===== config.mk =====
export PLATFORM = sky130hd
export DESIGN_NAME = dxc_ctrl
export DESIGN_NICKNAME = d
export VERILOG_FILES = /design/src/dxc_pkg.sv /design/src/dxc_bank.sv /design/src/dxc_ctrl.sv
export SDC_FILE = /design/constraint.sdc
export NUM_CORES = 1
export LEC_CHECK = 0
export ABC_AREA = 0
export BUFFER_PORTS_ARGS = -buffer_cell sky130_fd_sc_hd__buf_2
export CORE_ASPECT_RATIO = 1.1
export CORE_MARGIN = 2
export CORE_UTILIZATION = 39
export DETAILED_ROUTE_END_ITERATION = 10
export GPL_TIMING_DRIVEN = 1
export HOLD_SLACK_MARGIN = 0.06
export PLACE_DENSITY = 0.56
export SETUP_SLACK_MARGIN = 0.5
export SYNTH_ARGS = -nofsm -noshare
export SYNTH_HDL_FRONTEND = slang
export SYNTH_SLANG_ARGS = --single-unit

===== constraint.sdc =====
create_clock -name mclk -period 2.8 [get_ports mclk]
set_input_delay 0.28 -clock mclk [delete_from_list [all_inputs] [get_ports mclk]]
set_output_delay 0.28 -clock mclk [all_outputs]
set_load 0.02 [all_outputs]

===== src/dxc_pkg.sv =====
/*
  dxc_pkg: shared constants, types and helpers for the ddr2 command controller.
  Assumes mclk at 250 MHz and a memory clock made by halving mclk.
*/
package dxc_pkg;

  // clocking: memory clock is mclk divided by two
  localparam int MCLK_PS = 4000;
  localparam int TCK_PS = 2 * MCLK_PS;

  // memory timing in its own unit, then in memory clock cycles (least times round up)
  localparam int T_RCD_PS = 15000;
  localparam int T_RP_PS = 15000;
  localparam int T_WR_PS = 15000;
  localparam int T_WTR_PS = 7500;
  localparam int T_RFC_PS = 127500;
  localparam int T_MRD_CK = 2;
  localparam int RCD_CYC = (T_RCD_PS + TCK_PS - 1) / TCK_PS;
  localparam int RP_CYC = (T_RP_PS + TCK_PS - 1) / TCK_PS;
  localparam int WR_CYC = (T_WR_PS + TCK_PS - 1) / TCK_PS;
  localparam int WTR_RAW = (T_WTR_PS + TCK_PS - 1) / TCK_PS;
  localparam int WTR_CYC = (WTR_RAW > 2) ? WTR_RAW : 2;
  localparam int RFC_CYC = (T_RFC_PS + TCK_PS - 1) / TCK_PS;

  // programmed latencies and burst length
  localparam int CL = 4;
  localparam int AL = 0;
  localparam int BL = 4;
  localparam int WL = AL + CL - 1;

  // bank-to-bank gaps after a column command, in memory clock cycles
  localparam int GAP_RD_RD = BL / 2;
  localparam int GAP_RD_WR = BL / 2 + 2;
  localparam int GAP_WR_WR = BL / 2;
  localparam int GAP_WR_RD = (CL - 1) + BL / 2 + WTR_CYC;

  // per-bank occupancy after a column command
  localparam int RD_ACCESS_CYC = AL + BL / 2;
  localparam int WR_ACCESS_CYC = WL + BL / 2 + WR_CYC;

  localparam int CW = 6;
  localparam int NBANK = 8;
  localparam int BAW = 3;
  localparam int AW = 14;
  localparam int AP_BIT = 10;
  localparam logic [CW-1:0] CNT_ZERO = 6'h00;

  typedef enum logic [2:0] {
    DXC_ACT, DXC_RD, DXC_WR, DXC_PRE, DXC_REF, DXC_LM
  } dxc_cmd_type;

  typedef enum logic [2:0] {
    DXC_IDLE, DXC_ACTIVATING, DXC_ACTIVE, DXC_READING,
    DXC_WRITING, DXC_RD_AP, DXC_WR_AP, DXC_PRECHARGING
  } dxc_bank_state_type;

  typedef struct packed {
    dxc_cmd_type cmd;
    logic ap;
    logic [BAW-1:0] bank;
    logic [AW-1:0] addr;
  } dxc_req_type;

  typedef struct packed {
    logic cke;
    logic cs_n;
    logic ras_n;
    logic cas_n;
    logic we_n;
    logic [BAW-1:0] ba;
    logic [AW-1:0] a;
  } dxc_pins_type;

  function automatic logic [CW-1:0] dxc_cyc(input int n);
    dxc_cyc = CW'((n > 0) ? n - 1 : 0);
  endfunction

  function automatic logic [CW-1:0] dxc_dec(input logic [CW-1:0] v);
    dxc_dec = (v == CNT_ZERO) ? CNT_ZERO : v - 6'h01;
  endfunction

  function automatic logic [CW-1:0] dxc_max(input logic [CW-1:0] x, input logic [CW-1:0] y);
    dxc_max = (x > y) ? x : y;
  endfunction

endpackage

===== src/dxc_bank.sv =====
/*
  dxc_bank: shadow of one memory bank's state as the controller sees it.
  Assumes tick marks one memory clock cycle and issue is only raised with a legal command.
*/
`timescale 1ns/1ps
module dxc_bank (
  // clock and reset
  input wire logic mclk,
  input wire logic rst,
  // command issued to this bank
  input wire logic tick,
  input wire logic issue,
  input dxc_pkg::dxc_cmd_type cmd,
  input wire logic ap,
  // shadow state
  output dxc_pkg::dxc_bank_state_type state,
  output logic [dxc_pkg::CW-1:0] count
);
  import dxc_pkg::*;

  dxc_bank_state_type state_q;
  logic [CW-1:0] cnt_q;

  assign state = state_q;
  assign count = cnt_q;

  always_ff @(posedge mclk) begin
    if (rst) begin
      state_q <= DXC_IDLE;
      cnt_q <= CNT_ZERO;
    end else if (tick && issue) begin
      unique case (cmd)
        DXC_ACT: begin
          state_q <= DXC_ACTIVATING;
          cnt_q <= dxc_cyc(RCD_CYC);
        end
        DXC_RD: begin
          // read precharge starts where the earliest full-burst precharge would
          state_q <= ap ? DXC_RD_AP : DXC_READING;
          cnt_q <= dxc_cyc(RD_ACCESS_CYC);
        end
        DXC_WR: begin
          state_q <= ap ? DXC_WR_AP : DXC_WRITING;
          cnt_q <= dxc_cyc(WR_ACCESS_CYC);
        end
        DXC_PRE: begin
          // an idle bank stays idle; a repeated precharge restarts the period
          if (state_q != DXC_IDLE) begin
            state_q <= DXC_PRECHARGING;
            cnt_q <= dxc_cyc(RP_CYC);
          end
        end
        default: begin
        end
      endcase
    end else if (tick) begin
      if (cnt_q != CNT_ZERO) begin
        cnt_q <= dxc_dec(cnt_q);
      end else begin
        unique case (state_q)
          DXC_ACTIVATING, DXC_READING, DXC_WRITING: state_q <= DXC_ACTIVE;
          DXC_RD_AP, DXC_WR_AP: begin
            state_q <= DXC_PRECHARGING;
            cnt_q <= dxc_cyc(RP_CYC);
          end
          DXC_PRECHARGING: state_q <= DXC_IDLE;
          DXC_IDLE, DXC_ACTIVE: state_q <= state_q;
        endcase
      end
    end
  end

endmodule // dxc_bank


===== src/dxc_ctrl.sv =====
/*
  dxc_ctrl: ddr2 command controller top. Takes one request at a time, holds it
  until the memory's cross-bank rules allow it, then drives it on the command pins.
  Assumes the memory samples pins on the rising edge of ck and that the requester
  holds its request stable until done or error pulses.
*/
`timescale 1ns/1ps

// Contract
// - pins change on falling ck, so cs,ras,cas,we,cke are stable at rising edges.
// - commands go out only when cke was high last cycle and is high now.
// - with every other bank idle, bank m takes whatever its own state allows.
// - activate and precharge go to bank m whatever other banks do; read and write also wait out data-bus gaps.
// - every command is checked against bank state; impossible activate, read and write are refused.
// - auto-precharge banks never block other banks beyond data-bus gaps.
// - read and write gaps keep data bus free of contention.
// - after write, read waits CL-1+BL/2+tWTR, write BL/2, others 1.
// - after read, read waits BL/2, write BL/2+2, others 1.
// - write-to-read turnaround uses the larger of two and tWTR in cycles.
// - a write after a read waits until its data cannot overlap the read burst.
// - refresh and load mode only when all banks are idle.
// - load mode writes bank-address register; nothing executes until tMRD passes.
// - activate opens the row; a different row needs precharge first.
// - bursts of four are never cut short by another command.
module dxc_ctrl (
  // clock and reset
  input wire logic mclk,
  input wire logic rst,
  // user request
  input wire logic req_valid,
  input dxc_pkg::dxc_req_type req,
  output logic req_done,
  output logic req_err,
  // memory pins
  output logic ck,
  output logic ck_n,
  output dxc_pkg::dxc_pins_type pins
);
  import dxc_pkg::*;

  logic ck_q;
  logic ck_n_q;
  logic tick;
  logic cke_q;
  logic cke_prev_q;
  logic done_q;
  logic err_q;
  dxc_pins_type pins_q;
  dxc_pins_type pins_d;
  logic [CW-1:0] rd_gap_q;
  logic [CW-1:0] wr_gap_q;
  logic [CW-1:0] quiet_q;
  dxc_bank_state_type bank_st [NBANK];
  logic [CW-1:0] bank_cnt [NBANK];
  logic [NBANK-1:0] bank_issue;
  dxc_bank_state_type tgt_st;
  logic [CW-1:0] tgt_cnt;
  logic all_idle;
  logic link_up;
  logic col_open;
  logic legal;
  logic never;
  logic issue;

  assign ck = ck_q;
  assign ck_n = ck_n_q;
  assign pins = pins_q;
  assign req_done = done_q;
  assign req_err = err_q;

  // tick is the mclk edge on which ck falls; pins change there and are
  // sampled half a memory cycle later, which keeps setup and hold balanced
  assign tick = ck_q;

  always_ff @(posedge mclk) begin
    if (rst) begin
      ck_q <= 1'b0;
      ck_n_q <= 1'b1;
    end else begin
      ck_q <= ~ck_q;
      ck_n_q <= ck_q;
    end
  end

  // cke is raised once after reset; power-up sequencing is left to the requester
  always_ff @(posedge mclk) begin
    if (rst) begin
      cke_q <= 1'b0;
      cke_prev_q <= 1'b0;
    end else if (tick) begin
      cke_q <= 1'b1;
      cke_prev_q <= cke_q;
    end
  end

  genvar gi;
  generate
    for (gi = 0; gi < NBANK; gi++) begin : g_bank
      assign bank_issue[gi] = issue && (req.bank == BAW'(gi));
      dxc_bank u_bank (
        .mclk(mclk),
        .rst(rst),
        .tick(tick),
        .issue(bank_issue[gi]),
        .cmd(req.cmd),
        .ap(req.ap),
        .state(bank_st[gi]),
        .count(bank_cnt[gi])
      );
    end
  endgenerate

  always_comb begin
    all_idle = 1'b1;
    for (int i = 0; i < NBANK; i++) begin
      if (bank_st[i] != DXC_IDLE) begin
        all_idle = 1'b0;
      end
    end
  end

  assign tgt_st = bank_st[req.bank];
  assign tgt_cnt = bank_cnt[req.bank];
  assign link_up = cke_q && cke_prev_q;

  // column commands may be posted early by the additive latency
  assign col_open = (tgt_st == DXC_ACTIVE) || (tgt_st == DXC_READING) || (tgt_st == DXC_WRITING) ||
    ((tgt_st == DXC_ACTIVATING) && (tgt_cnt <= CW'(AL)));

  // legality against the target bank, the data-bus gaps and global quiet time
  always_comb begin
    legal = 1'b0;
    never = 1'b0;
    unique case (req.cmd)
      DXC_ACT: begin
        legal = (tgt_st == DXC_IDLE);
        never = (tgt_st == DXC_ACTIVATING) || (tgt_st == DXC_ACTIVE) ||
          (tgt_st == DXC_READING) || (tgt_st == DXC_WRITING);
      end
      DXC_RD: begin
        legal = col_open && (rd_gap_q == CNT_ZERO);
        never = (tgt_st == DXC_IDLE) || (tgt_st == DXC_PRECHARGING) ||
          (tgt_st == DXC_RD_AP) || (tgt_st == DXC_WR_AP);
      end
      DXC_WR: begin
        legal = col_open && (wr_gap_q == CNT_ZERO);
        never = (tgt_st == DXC_IDLE) || (tgt_st == DXC_PRECHARGING) ||
          (tgt_st == DXC_RD_AP) || (tgt_st == DXC_WR_AP);
      end
      DXC_PRE: begin
        // precharge waits out any burst in the same bank
        legal = (tgt_st == DXC_IDLE) || (tgt_st == DXC_ACTIVE) ||
          (tgt_st == DXC_PRECHARGING);
      end
      DXC_REF, DXC_LM: begin
        legal = all_idle;
      end
      default: begin
        // unused command codes are refused outright
        never = 1'b1;
      end
    endcase
  end

  assign issue = tick && req_valid && link_up && (quiet_q == CNT_ZERO) && legal && !done_q;

  // gaps between column commands; a gap of one cycle is met by one command per cycle
  always_ff @(posedge mclk) begin
    if (rst) begin
      rd_gap_q <= CNT_ZERO;
      wr_gap_q <= CNT_ZERO;
    end else if (tick) begin
      if (issue && (req.cmd == DXC_RD)) begin
        rd_gap_q <= dxc_max(dxc_dec(rd_gap_q), dxc_cyc(GAP_RD_RD));
        wr_gap_q <= dxc_max(dxc_dec(wr_gap_q), dxc_cyc(GAP_RD_WR));
      end else if (issue && (req.cmd == DXC_WR)) begin
        rd_gap_q <= dxc_max(dxc_dec(rd_gap_q), dxc_cyc(GAP_WR_RD));
        wr_gap_q <= dxc_max(dxc_dec(wr_gap_q), dxc_cyc(GAP_WR_WR));
      end else begin
        rd_gap_q <= dxc_dec(rd_gap_q);
        wr_gap_q <= dxc_dec(wr_gap_q);
      end
    end
  end

  // quiet time after load mode or refresh blocks every executable command
  always_ff @(posedge mclk) begin
    if (rst) begin
      quiet_q <= CNT_ZERO;
    end else if (tick) begin
      if (issue && (req.cmd == DXC_LM)) begin
        quiet_q <= dxc_cyc(T_MRD_CK);
      end else if (issue && (req.cmd == DXC_REF)) begin
        quiet_q <= dxc_cyc(RFC_CYC);
      end else begin
        quiet_q <= dxc_dec(quiet_q);
      end
    end
  end

  // pin encoding; deselect before link_up, then no-operation whenever nothing legal is ready
  always_comb begin
    pins_d.cke = cke_q;
    pins_d.cs_n = 1'b0;
    pins_d.ras_n = 1'b1;
    pins_d.cas_n = 1'b1;
    pins_d.we_n = 1'b1;
    pins_d.ba = req.bank;
    pins_d.a = req.addr;
    if (!link_up) begin
      pins_d.cs_n = 1'b1;
    end else if (issue) begin
      unique case (req.cmd)
        DXC_ACT: begin
          pins_d.ras_n = 1'b0;
        end
        DXC_RD: begin
          pins_d.cas_n = 1'b0;
          pins_d.a[AP_BIT] = req.ap;
        end
        DXC_WR: begin
          pins_d.cas_n = 1'b0;
          pins_d.we_n = 1'b0;
          pins_d.a[AP_BIT] = req.ap;
        end
        DXC_PRE: begin
          pins_d.ras_n = 1'b0;
          pins_d.we_n = 1'b0;
          pins_d.a[AP_BIT] = 1'b0;
        end
        DXC_REF: begin
          pins_d.ras_n = 1'b0;
          pins_d.cas_n = 1'b0;
        end
        DXC_LM: begin
          pins_d.ras_n = 1'b0;
          pins_d.cas_n = 1'b0;
          pins_d.we_n = 1'b0;
        end
        default: begin
        end
      endcase
    end
  end

  always_ff @(posedge mclk) begin
    if (rst) begin
      pins_q <= '{cke: 1'b0, cs_n: 1'b1, ras_n: 1'b1, cas_n: 1'b1, we_n: 1'b1, ba: '0, a: '0};
    end else if (tick) begin
      pins_q <= pins_d;
    end
  end

  // done and error pulse for one mclk; an activate, read, write or unused code that can never become
  // legal is refused, while refresh or load mode with a bank open is left to hang the requester
  always_ff @(posedge mclk) begin
    if (rst) begin
      done_q <= 1'b0;
      err_q <= 1'b0;
    end else begin
      done_q <= issue;
      err_q <= tick && req_valid && link_up && never && !done_q && !err_q;
    end
  end

endmodule // dxc_ctrl


Word level (Yosys, flattened, before mapping)
Index checks and enable logic that the tools add are counted.
- mux-type cells: 144
- shift-type cells: 0
- bitwise logic cells: 2
- add/subtract/negate cells: 11
- multipliers: 0
- magnitude comparators: 6
- div/mod/pow operators: 0
- reductions and logical operators: 146
- equal/unequal tests: 115
- operator list (cell ; count):
    2-to-1 mux 6 bit ; 63
    case mux 6 bit (3 select lines) ; 8
    equality test 3 bit (second input constant) ; 42
    2-to-1 mux 3 bit ; 37
    case mux 3 bit (4 select lines) ; 8
    case mux 3 bit (3 select lines) ; 8
    equality test 3 x 2 -> 1 bit (second input constant) ; 22
    logical NOT 6 bit ; 11
    subtractor 6 x 1 -> 6 bit (second input constant) ; 11
    nonzero test 3 bit ; 16
    nonzero test 6 bit ; 8
    != test 5 bit (second input constant) ; 8
    AND reduction 5 bit ; 8
    OR reduction 2 bit ; 19
    equality test 3 x 1 -> 1 bit (second input constant) ; 11
    logical NOT 3 bit ; 11
    logical AND 1 bit ; 32
    != test 2 x 1 -> 1 bit (second input constant) ; 16
    != test 4 bit (second input constant) ; 8
    AND reduction 4 bit ; 8
    OR reduction 3 bit ; 10
    != test 3 bit (second input constant) ; 8
    binary-select mux 6 bit (select 3 bit) ; 1
    nonzero test 2 bit ; 8
    16 further kinds ; 42
- input bits: 24
- output and inout port bits: 26
- memory bits (read-only): 0
- flip-flop bits (word level): 117
- bits in latches: 0
- bits in writable memories: 0
- memories kept: 0

Longest topological paths before layout
Gate-level depths: netlist of the first run.
- depth in word-level cells: 16
- mapped depth: 14
- mapped depth without buffers: 11

Cells and area by module
Synthesis of the first run repeated with hierarchy kept, for this count alone.
- cell total of the unflattened synthesis: 946
- area total of the unflattened synthesis: 7712.4 µm²
- by module, submodules not included (module ; times used ; cells each ; area each (µm²)):
    dxc_bank ; 8 ; 74 ; 600.6
    dxc_ctrl ; 1 ; 354 ; 2907.8

Least setup slack after synthesis of the first run
Ideal clock, no wire load.
- path kind: input-to-reg
- start point: in req[15] (netlist bit)
- end point: reg g_bank[2].u_bank.cnt_q[0]
- library setup time: 0.065 ns
- arrival time: 3.019 ns
- stages on the path: 11
- data required time: 2.735 ns
- path buffers: 1
- slack: -0.285 ns
- cells stage by stage: buf_2 -> mux2_1 -> a22oi_1 -> nor2_1 -> or2_2 -> xor2_1 -> a311oi_4 -> nor4_1 -> a2bb2oi_2 -> mux2_2 -> nor2_1
- cells in the longest elaborated chain, start to end: 16
- elaborated cells between the ends (all ways): 34
- classes of those cells: 1 x order compare; 8 x eq/ne; 8 x mux; 1 x bitwise; 16 x reduce/logical
- ends and longest elaborated chain (element ; line ; RTL):
    start, declared ; dxc_ctrl.sv:31 ; input dxc_pkg::dxc_req_type req,
    parallel branches: the longest is 12 deep, another holds less-or-equal comparator 6 x 1 -> 1 bit ; - ;
    logical AND 1 bit * ; dxc_ctrl.sv:99 ; assign bank_issue[gi] = issue && (req.bank == BAW'(gi));
    logical AND 1 bit * ; dxc_bank.sv:31 ; end else if (tick && issue) begin
    != test 4 bit (no source line), or another cell as far along ; - ;
    AND reduction 4 bit (no source line) ; - ;
    end signal, assigned ; dxc_bank.sv:35 ; cnt_q <= dxc_cyc(RCD_CYC);
    end signal, assigned ; dxc_bank.sv:40 ; cnt_q <= dxc_cyc(RD_ACCESS_CYC);
    end signal, assigned ; dxc_bank.sv:44 ; cnt_q <= dxc_cyc(WR_ACCESS_CYC);
    end, declared ; dxc_bank.sv:22 ; logic [CW-1:0] cnt_q;
Mark *: on every way between the ends. The select of a mux whose other input is x is not followed.
A chain may end at the register's enable or synchronous reset.

Worst setup path after layout of the first run
- start point: reg g_bank[6].u_bank.state_q[0]
- end point: reg g_bank[2].u_bank.state_q[1]
- cells in the longest elaborated chain, start to end: 15
- elaborated cells between the ends (all ways): 32
- classes of those cells: 9 x eq/ne; 7 x mux; 16 x reduce/logical
- ends and longest elaborated chain (element ; line ; RTL):
    start, declared ; dxc_bank.sv:21 ; dxc_bank_state_type state_q;
    start signal, assigned ; dxc_bank.sv:39 ; state_q <= ap ? DXC_RD_AP : DXC_READING;
    start signal, assigned ; dxc_bank.sv:43 ; state_q <= ap ? DXC_WR_AP : DXC_WRITING;
    start signal, assigned ; dxc_bank.sv:67 ; DXC_IDLE, DXC_ACTIVE: state_q <= state_q;
    binary-select mux 3 bit (select 3 bit) ; dxc_ctrl.sv:122 ; assign tgt_st = bank_st[req.bank];
    2-to-1 mux 3 bit (not written as such) (2 in a row) ; dxc_ctrl.sv:122 ;
    equality test 3 x 2 -> 1 bit (on tied branches) ; dxc_ctrl.sv:127, dxc_ctrl.sv:152 ;
    logical OR 1 bit (3 in a row) ; dxc_ctrl.sv:127 ; assign col_open = (tgt_st == DXC_ACTIVE) || (tgt_st == DXC_READING) || (tgt_st == DXC_WRITING) ||
    logical AND 1 bit (on tied branches) ; dxc_ctrl.sv:146, dxc_ctrl.sv:141 ;
    case mux 1 bit (5 select lines) * ; dxc_ctrl.sv:134 ; unique case (req.cmd)
    logical AND 1 bit * (2 in a row) ; dxc_ctrl.sv:165 ; assign issue = tick && req_valid && link_up && (quiet_q == CNT_ZERO) && legal && !done_q;
    logical AND 1 bit * ; dxc_ctrl.sv:99 ;
    logical AND 1 bit * ; dxc_bank.sv:31 ;
    != test 5 bit (no source line), or another cell as far along ; - ;
    AND reduction 5 bit (no source line) ; - ;
    end signal, assigned ; dxc_bank.sv:39 ;
    end signal, assigned ; dxc_bank.sv:43 ;
    end signal, assigned ; dxc_bank.sv:67 ;
    end, declared ; dxc_bank.sv:21 ;
Mark *: on every way between the ends. The rest lies on a longest branch, timed or not. The select of a mux whose other input is x is not followed.

==> qor.csv, run 1 <==
metric;value;unit
gr ovfl total;0;
fraction of registers with async set/reset;0;%
Core ar.;18500;µm²
CP Data Required Time;3.14;ns
first-pass GRT wire length;39.9;mm
Post-Syn Area;7370;µm²
synthesized net count;1002;
Routed Antenna Nets;0;
final instance area;11300;µm²
Via density;5.58;
gr busiest metal;met2;
layout cells sized above 1;38.8;%
reg2reg setup slack;-0.30;ns
GRT Total Usage;25.0;%
Post-synth EDFFs;0;
RSZ-0062 raised after global routing;true;
DR WL/cell;16.9;µm
Mapped Avg Cell Area;7.70;µm²
failing checks;setup timing;
count of cell types in the netlist;80;
fin cells;1476;
DRC violation count after routing;0;
clock buffer depth;2;
Combinational Power Share;50.5;%
Clock Root Buffer;clkbuf_16;
met1 GRT Util;32.2;%
hold path cells;3;
WHS Endpoint;pins[13]$_SDFFE_PP0P_;
Reg area;2360;µm²
total net switching power;3240;µW
startpoint types;flip-flop;
TritonCTS clock tree;built;
FILL cells;1663;
Most used DFF post-synth;dfxtp_1;
max_cap viols;0;
hold_sp;req[13];
clk_skew;0.0105;ns
Post-Synthesis Cells;957;
R2R Path Start;g_bank[6].u_bank.state[0]$_SDFFE_PP0P_;
Num CTS Buffers;17;
IO Pins;50;
row count;52;
area growth from synthesis to layout;53.7;%
Crit path max-delay family;multiplexers;
Worst Setup End Kind;flip-flop;
top cells by area, synth;dfxtp_1 32%, nor2_1 7.0%, mux2i_1 5.6%;
hpwl dp;17.2;mm
IO buf count;49;
WP buf/inv;3;
clock-pin slew on the worst setup and hold paths;0.06;ns
clk_lat worst skew;0.43;ns
Int Pwr;5510;µW
Die Y;148;µm
post-route worst setup slack;-0.298;ns
final setup fails;80;
status;complete, but fails checks;
sw frac;37.0;%
multi-input gate area in the final layout;5530;µm²
min Tclk post-route;3.10;ns
share of the synthesized area in the top cell type;31.8;%
share of total power in the clock network;25.8;%
RD Place Congestion;0.948;
vias in the first global route;7758;
PwrDens;772;nW/µm²
Worst Reg-to-Reg Cells;12;
Ant. Diodes;0;
met3 usage;4.53;%
final hold vios;0;
placed cell count;1413;
Via Count;8231;
met2 Resource Use GR;41.9;%
dpl cell area;9700;µm²
fin crit share;111;%
Seq cells post-synth;117;
Initial Utilization;39.9;%
Max H-tree Level;4;
part of the power in registers;23.7;%
leak pwr;0.00479;µW
clock sink count;117;
Die Area;20000;µm²
Final Max Slew Viols;0;
Critical Path Fanout Max;6;
Die Wd;135;µm
final WL;24.9;mm
Fmax;323;MHz
worst path cell trace;mux4_2, mux2i_4, o21ai_2, buf_6, xor2_4, a311oi_4, buf_12, buf_8, nor2_4, mux2_4, or4_1, o31ai_1;
sequential fraction of the synthesis area;31.8;%
VDD IR max;0.572;mV
largest net degree at the start of global routing;63;
area leader, netlist;dfxtp_1;
Critical Path AT;3.44;ns
Crit-path slowest cell;or4_1;
R2R Path End;g_bank[2].u_bank.state[1]$_SDFFE_PP0P_;
drt first pass iters;5;
initial antenna violation count;0;
# nets final;1265;
max_slew headroom;44.3;%
synthesis warning total;0;
First DRT Iteration DRCs;500;
CP Class;reg2reg;
worst slew pin tran;0.835;ns
Hold Path Class;in2reg;
Crit path largest cell delay;0.50;ns
## final cells by class
| cell class | instances | share of cell area (%) |
|---|---|---|
| well taps | 243 | 2.69 |
| flip-flops and latches | 117 | 20.8 |
| clock buffers | 23 | 4.13 |
| inverters | 42 | 1.39 |
| clock inverters | 9 | 1.12 |
| multi-input cells | 744 | 48.8 |
| repair buffers | 298 | 21.0 |
## routing by layer
| metal | part of all wire, % | vias up | wire length (µm) |
|---|---|---|---|
| met5 | 0 | - | 0 |
| met4 | 2.6 | 0 | 658 |
| met3 | 4.7 | 48 | 1180 |
| met2 | 49 | 192 | 12200 |
| met1 | 44 | 3946 | 10900 |
| li1 | - | 4045 | - |
## cell families after synthesis
group	share of synthesized area, %
adders and majority gates	3.57
AOI/OAI and AO/OA	23.2
muxes	7.25
DFF	31.8
xor gates and xnor gates	1.55
buffers and inverters	5.37
and+or+nand+nor	27.3
## worst register-to-register path: cells and delay by family, from the launching register on
kind            cells  cell delay [ns]
simple gates        2             0.53
xor+xnor            1             0.16
buf+inv             3             0.43
flops               1             0.36
mux                 3             1.01
compound gates      3             0.51
## placed cells by master, fill, tap and decap left out, drive strengths merged, types with 10 or more instances in the layout
| cell type | count |
|---|---|
| a211oi | 17 |
| a21oi | 67 |
| a31oi | 14 |
| buf | 297 |
| clkbuf | 24 |
| dfxtp | 117 |
| ha | 21 |
| inv | 42 |
| mux2i | 41 |
| nand2 | 71 |
| nand2b | 11 |
| nand3 | 26 |
| nand4 | 14 |
| nor2 | 137 |
| nor3 | 47 |
| nor3b | 11 |
| nor4 | 18 |
| o21ai | 60 |
| o31ai | 12 |
| or3 | 16 |
| xor2 | 10 |
## synth_stat cells (all sizes together), types with 4 or more instances
| library cell | count |
|---|---|
| a211o | 6 |
| a211oi | 17 |
| a21oi | 67 |
| a311oi | 7 |
| a31oi | 14 |
| and2 | 9 |
| and3 | 8 |
| buf | 14 |
| clkbuf | 40 |
| dfxtp | 117 |
| ha | 21 |
| inv | 42 |
| mux2 | 7 |
| mux2i | 41 |
| nand2 | 71 |
| nand2b | 11 |
| nand3 | 26 |
| nand3b | 5 |
| nand4 | 14 |
| nand4b | 4 |
| nor2 | 137 |
| nor2b | 4 |
| nor3 | 47 |
| nor3b | 11 |
| nor4 | 18 |
| o211a | 5 |
| o211ai | 8 |
| o21a | 5 |
| o21ai | 60 |
| o21bai | 6 |
| o31ai | 12 |
| o32ai | 5 |
| or2 | 8 |
| or3 | 16 |
| or3b | 7 |
| or4 | 5 |
| xor2 | 10 |
## state kept, by name, summed over array words and instances (netlist names)
| name | cells |
|---|---|
| ck_n | 1 |
| quiet_q | 6 |
| req_done | 1 |
| pins | 22 |
| req_err | 1 |
| ck | 1 |
| wr_gap_q | 6 |
| g_bank.u_bank.state | 24 |
| rd_gap_q | 6 |
| g_bank.u_bank.count | 48 |
| cke_q | 1 |
## worst max-delay path by stage
stage	from	end	depth (start not counted)
finish	g_bank[6].u_bank.state[0]$_SDFFE_PP0P_	g_bank[2].u_bank.state[1]$_SDFFE_PP0P_	12
global route	g_bank[6].u_bank.state[0]$_SDFFE_PP0P_	g_bank[6].u_bank.count[5]$_SDFFE_PP0P_	15
CTS	g_bank[5].u_bank.state[0]$_SDFFE_PP0P_	g_bank[5].u_bank.state[1]$_SDFFE_PP0P_	11
detailed placement	req[15]	wr_gap_q[0]$_SDFFE_PP0P_	11
global placement	req[15]	g_bank[3].u_bank.count[0]$_SDFFE_PP0P_	17
floorplan	req[16]	g_bank[2].u_bank.state[1]$_SDFFE_PP0P_	11
## per-stage QoR
| step | util, % | power, µW | hold slack [ns] | worst slack (ns) | TNS [ns] |
|---|---|---|---|---|---|
| 3_3_place_gp | 52.5 | 5770 | 0.456 | -0.572 | -36.60 |
| 5_1_grt | 61.3 | 9350 | 0.0898 | -0.383 | -20.84 |
| 2_1_floorplan | - | 4350 | 0.384 | -0.220 | -4.68 |
| 3_5_place_dp | 52.5 | 5790 | 0.469 | -0.626 | -40.58 |
| 6_report | 61.3 | 8740 | 0.0872 | -0.298 | -13.52 |
| 4_1_cts | 58.9 | 8410 | 0.0743 | -0.256 | -12.78 |
## power by group through the flow
stage | combinational (µW) | clock, µW | sequential [µW]
finish | 4420 | 2260 | 2070
global route | 4870 | 2380 | 2100
CTS | 4050 | 2290 | 2060
detailed placement | 3710 | 0 | 2080
global placement | 3690 | 0 | 2080
floorplan | 2200 | 0 | 2150
## repair_timing
action	CTS	global route
endpoints found under the setup margin	86	86
setup buffers	20	10
gates resized for setup	103	68
hold buffers	0	0
cloned	0	1
pin swaps	49	38
Note: power is estimated with default switching activity, not from simulation.
==> run 2: changes to the inputs <==
- TNS_END_PERCENT: default -> 10
==> run 2 against run 1 <==
Effect of this change: the flow still finishes with violations (setup timing); register-to-register slack better by 0.07 ns; largest power group unchanged; critical endpoint unchanged; count of clock-buffer cells in the layout shrank 3; highest routed layer unchanged; core utilization is 4.8 points lower.
==> qor.csv, run 2 (synthesis gave the netlist of run 1 again) <==
metric;value;unit;change
largest net degree at the start of global routing;62;;-1.6%
Die Wd;135;µm;unchanged
initial antenna violation count;0;;unchanged
Clock Root Buffer;clkbuf_16;;
Critical Path End;g_bank[2].u_bank.state[1]$_SDFFE_PP0P_;;
max reg flops;48;;unchanged
First DRT Iteration DRCs;526;;+5.2%
hpwl dp;16.7;mm;-2.8%
share of total power in the clock network;27.7;%;+1.9 points
gr ovfl total;0;;unchanged
clock-pin slew on the worst setup and hold paths;0.06;ns;about the same
Hold Path Class;in2reg;;
Place WS;-0.548;ns;+0.0774 ns
final instance area;10400;µm²;-7.9%
fin crit share;108;%;-2.5 points
status;complete, but fails checks;;
Num CTS Buffers;17;;unchanged
Crit. Startpoint;g_bank[0].u_bank.state[2]$_SDFFE_PP0P_;;
Combinational Power Share;47.6;%;-2.9 points
max_slew headroom;44.5;%;+0.17 points
Initial Utilization;39.9;%;unchanged
multi-input gate area in the final layout;5110;µm²;-7.6%
met1 GRT Util;31.0;%;-1.2 points
max_cap viols;0;;unchanged
FILL cells;1704;;+2.5%
RSZ-0062 raised after global routing;true;;
VDD IR max;0.455;mV;-21%
worst slew pin tran;0.832;ns;-0.00342 ns
CP Data Required Time;3.14;ns;about the same
R2R Path End;g_bank[2].u_bank.state[1]$_SDFFE_PP0P_;;
Core ar.;18500;µm²;unchanged
reg2reg setup slack;-0.23;ns;+0.07 ns
IO Pins;50;;unchanged
TritonCTS clock tree;built;;
leak pwr;0.00445;µW;-6.9%
total net switching power;3080;µW;-4.8%
PwrDens;810;nW/µm²;+4.9%
met2 Resource Use GR;39.1;%;-2.8 points
Power Total;8450;µW;-3.4%
drt first pass iters;4;;-1
clk_skew;0.0104;ns;-0.0000809 ns
R2R Path Start;g_bank[0].u_bank.state[2]$_SDFFE_PP0P_;;
area growth from synthesis to layout;41.6;%;
Routed Antenna Nets;0;;unchanged
GRT Total Usage;23.8;%;-1.3 points
placed cell count;1393;;-1.4%
min Tclk post-route;3.03;ns;-0.0701 ns
Via density;5.55;;-0.40%
row count;52;;unchanged
clock buffer depth;2;;unchanged
clock sink count;117;;unchanged
cts hold-fix bufs;0;;unchanged
IO buf count;49;;unchanged
CP Class;reg2reg;;
final setup fails;68;;-15%
RD Place Congestion;0.970;;+2.3%
gr busiest metal;met2;;
Critical Path Fanout Max;8;;+2
Fmax;330;MHz;+2.3%
Die Area;20000;µm²;unchanged
Worst Setup End Kind;flip-flop;;
part of the power in registers;24.6;%;+0.9 points
sw frac;36.5;%;-0.54 points
post-route worst setup slack;-0.228;ns;+0.0701 ns
most frequent cells in the layout;192 x buf_4, 129 x nor2_1, 100 x dfxtp_1;;
most common cell after layout, fill and taps aside;buf_4;;
Via Count;7959;;-3.3%
Int Pwr;5370;µW;-2.5%
Max H-tree Level;4;;unchanged
startpoint types;flip-flop;;
layout cells sized above 1;33.8;%;-5.1 points
first-pass GRT wire length;38.1;mm;-4.5%
final WL;23.4;mm;-5.9%
fin cells;1433;;-2.9%
met3 usage;3.61;%;-0.92 points
Worst Reg-to-Reg Cells;11;;-1
DR WL/cell;16.4;µm;-3.1%
vias in the first global route;7423;;-4.3%
failing checks;setup timing;;
# nets final;1222;;-3.4%
Die Y;148;µm;unchanged
dpl cell area;9250;µm²;-4.6%
final hold vios;0;;unchanged
clk_lat worst skew;0.43;ns;about the same
Critical Path AT;3.36;ns;-0.08 ns
Reg area;2370;µm²;+0.53%
DRC violation count after routing;0;;unchanged
Final Max Slew Viols;0;;unchanged
Ant. Diodes;0;;unchanged
run 2: cell types whose count changed in the layout (fill, tap and decap cells not counted), sizes merged:
| cell | previous run | this run |
|---|---|---|
| buf | 297 | 254 |
| clkbuf | 24 | 20 |
| clkinv | 5 | 3 |
| clkinvlp | 1 | 2 |
| inv | 42 | 46 |
| mux2 | 7 | 8 |
run 2: power groups by stage:
stage	sequential [µW]	combinational, µW	clock [µW]
3_5_place_dp	2090	3590	0
3_3_place_gp	2090	3550	0
5_1_grt	2120	4420	2460
4_1_cts	2070	3820	2380
6_report	2080	4020	2340
2_1_floorplan	2150	2100	0
run 2: stage by stage:
stage | setup TNS, ns | util [%] | hold slack (ns)
6_report | -5.52 | 56.5 | 0.0800
5_1_grt | -14.93 | 56.5 | 0.0926
4_1_cts | -7.24 | 55.0 | 0.0767
3_5_place_dp | -29.74 | 50.1 | 0.453
3_3_place_gp | -27.03 | 50.1 | 0.451
2_1_floorplan | -6.85 | - | 0.384
run 2: what timing repair did:
| action | in CTS | in global routing |
|---|---|---|
| resized for setup | 67 | 57 |
| pin swaps | 16 | 17 |
| endpoints found under the setup margin | 86 | 86 |
| gates cloned | 1 | 0 |
| setup buffers | 3 | 4 |
run 2: how the worst min path moves through the flow:
| stage | startpoint | end | slack [ns] | cells after the start |
|---|---|---|---|---|
| 2_1_floorplan | rst | req_done$_SDFF_PP0_ | 0.38 | 1 |
| 3_3_place_gp | pins[16]$_SDFFE_PP0P_ | pins[16]$_SDFFE_PP0P_ | 0.45 | 2 |
| 3_5_place_dp | pins[16]$_SDFFE_PP0P_ | pins[16]$_SDFFE_PP0P_ | 0.45 | 2 |
| 4_1_cts | req[11] | pins[11]$_SDFFE_PP0P_ | 0.08 | 3 |
| 5_1_grt | req[4] | pins[4]$_SDFFE_PP0P_ | 0.09 | 3 |
| 6_report | req[3] | pins[3]$_SDFFE_PP0P_ | 0.08 | 3 |
run 2: area by class of cell:
| cell class | instances | share of cell area [%] |
|---|---|---|
| timing repair buffer | 254 | 17.8 |
| clock buffer | 20 | 4.47 |
| clock inverter | 12 | 1.60 |
| multi-input combinational | 745 | 49.0 |
| tap | 243 | 2.91 |
| inverter | 42 | 1.51 |
| sequential | 117 | 22.7 |
run 2: routing by layer:
| layer | up-vias | wire [µm] | share of wire [%] |
|---|---|---|---|
| li1 | 3951 | - | - |
| met1 | 3769 | 10800 | 46 |
| met2 | 180 | 11000 | 47 |
| met3 | 59 | 843 | 3.6 |
| met4 | 0 | 870 | 3.7 |
| met5 | - | 0 | 0 |
run 2: critical path, cell delays in order (launching register included):
cell and delay, ns:
dfxtp_4 0.36, mux2_4 0.27, a22oi_1 0.19, nor2_1 0.09, or2_4 0.30, a31o_2 0.23, a311o_2 0.45, buf_6 0.18
a21oi_4 0.19, nand3_4 0.10, or4_1 0.51, o31ai_1 0.08
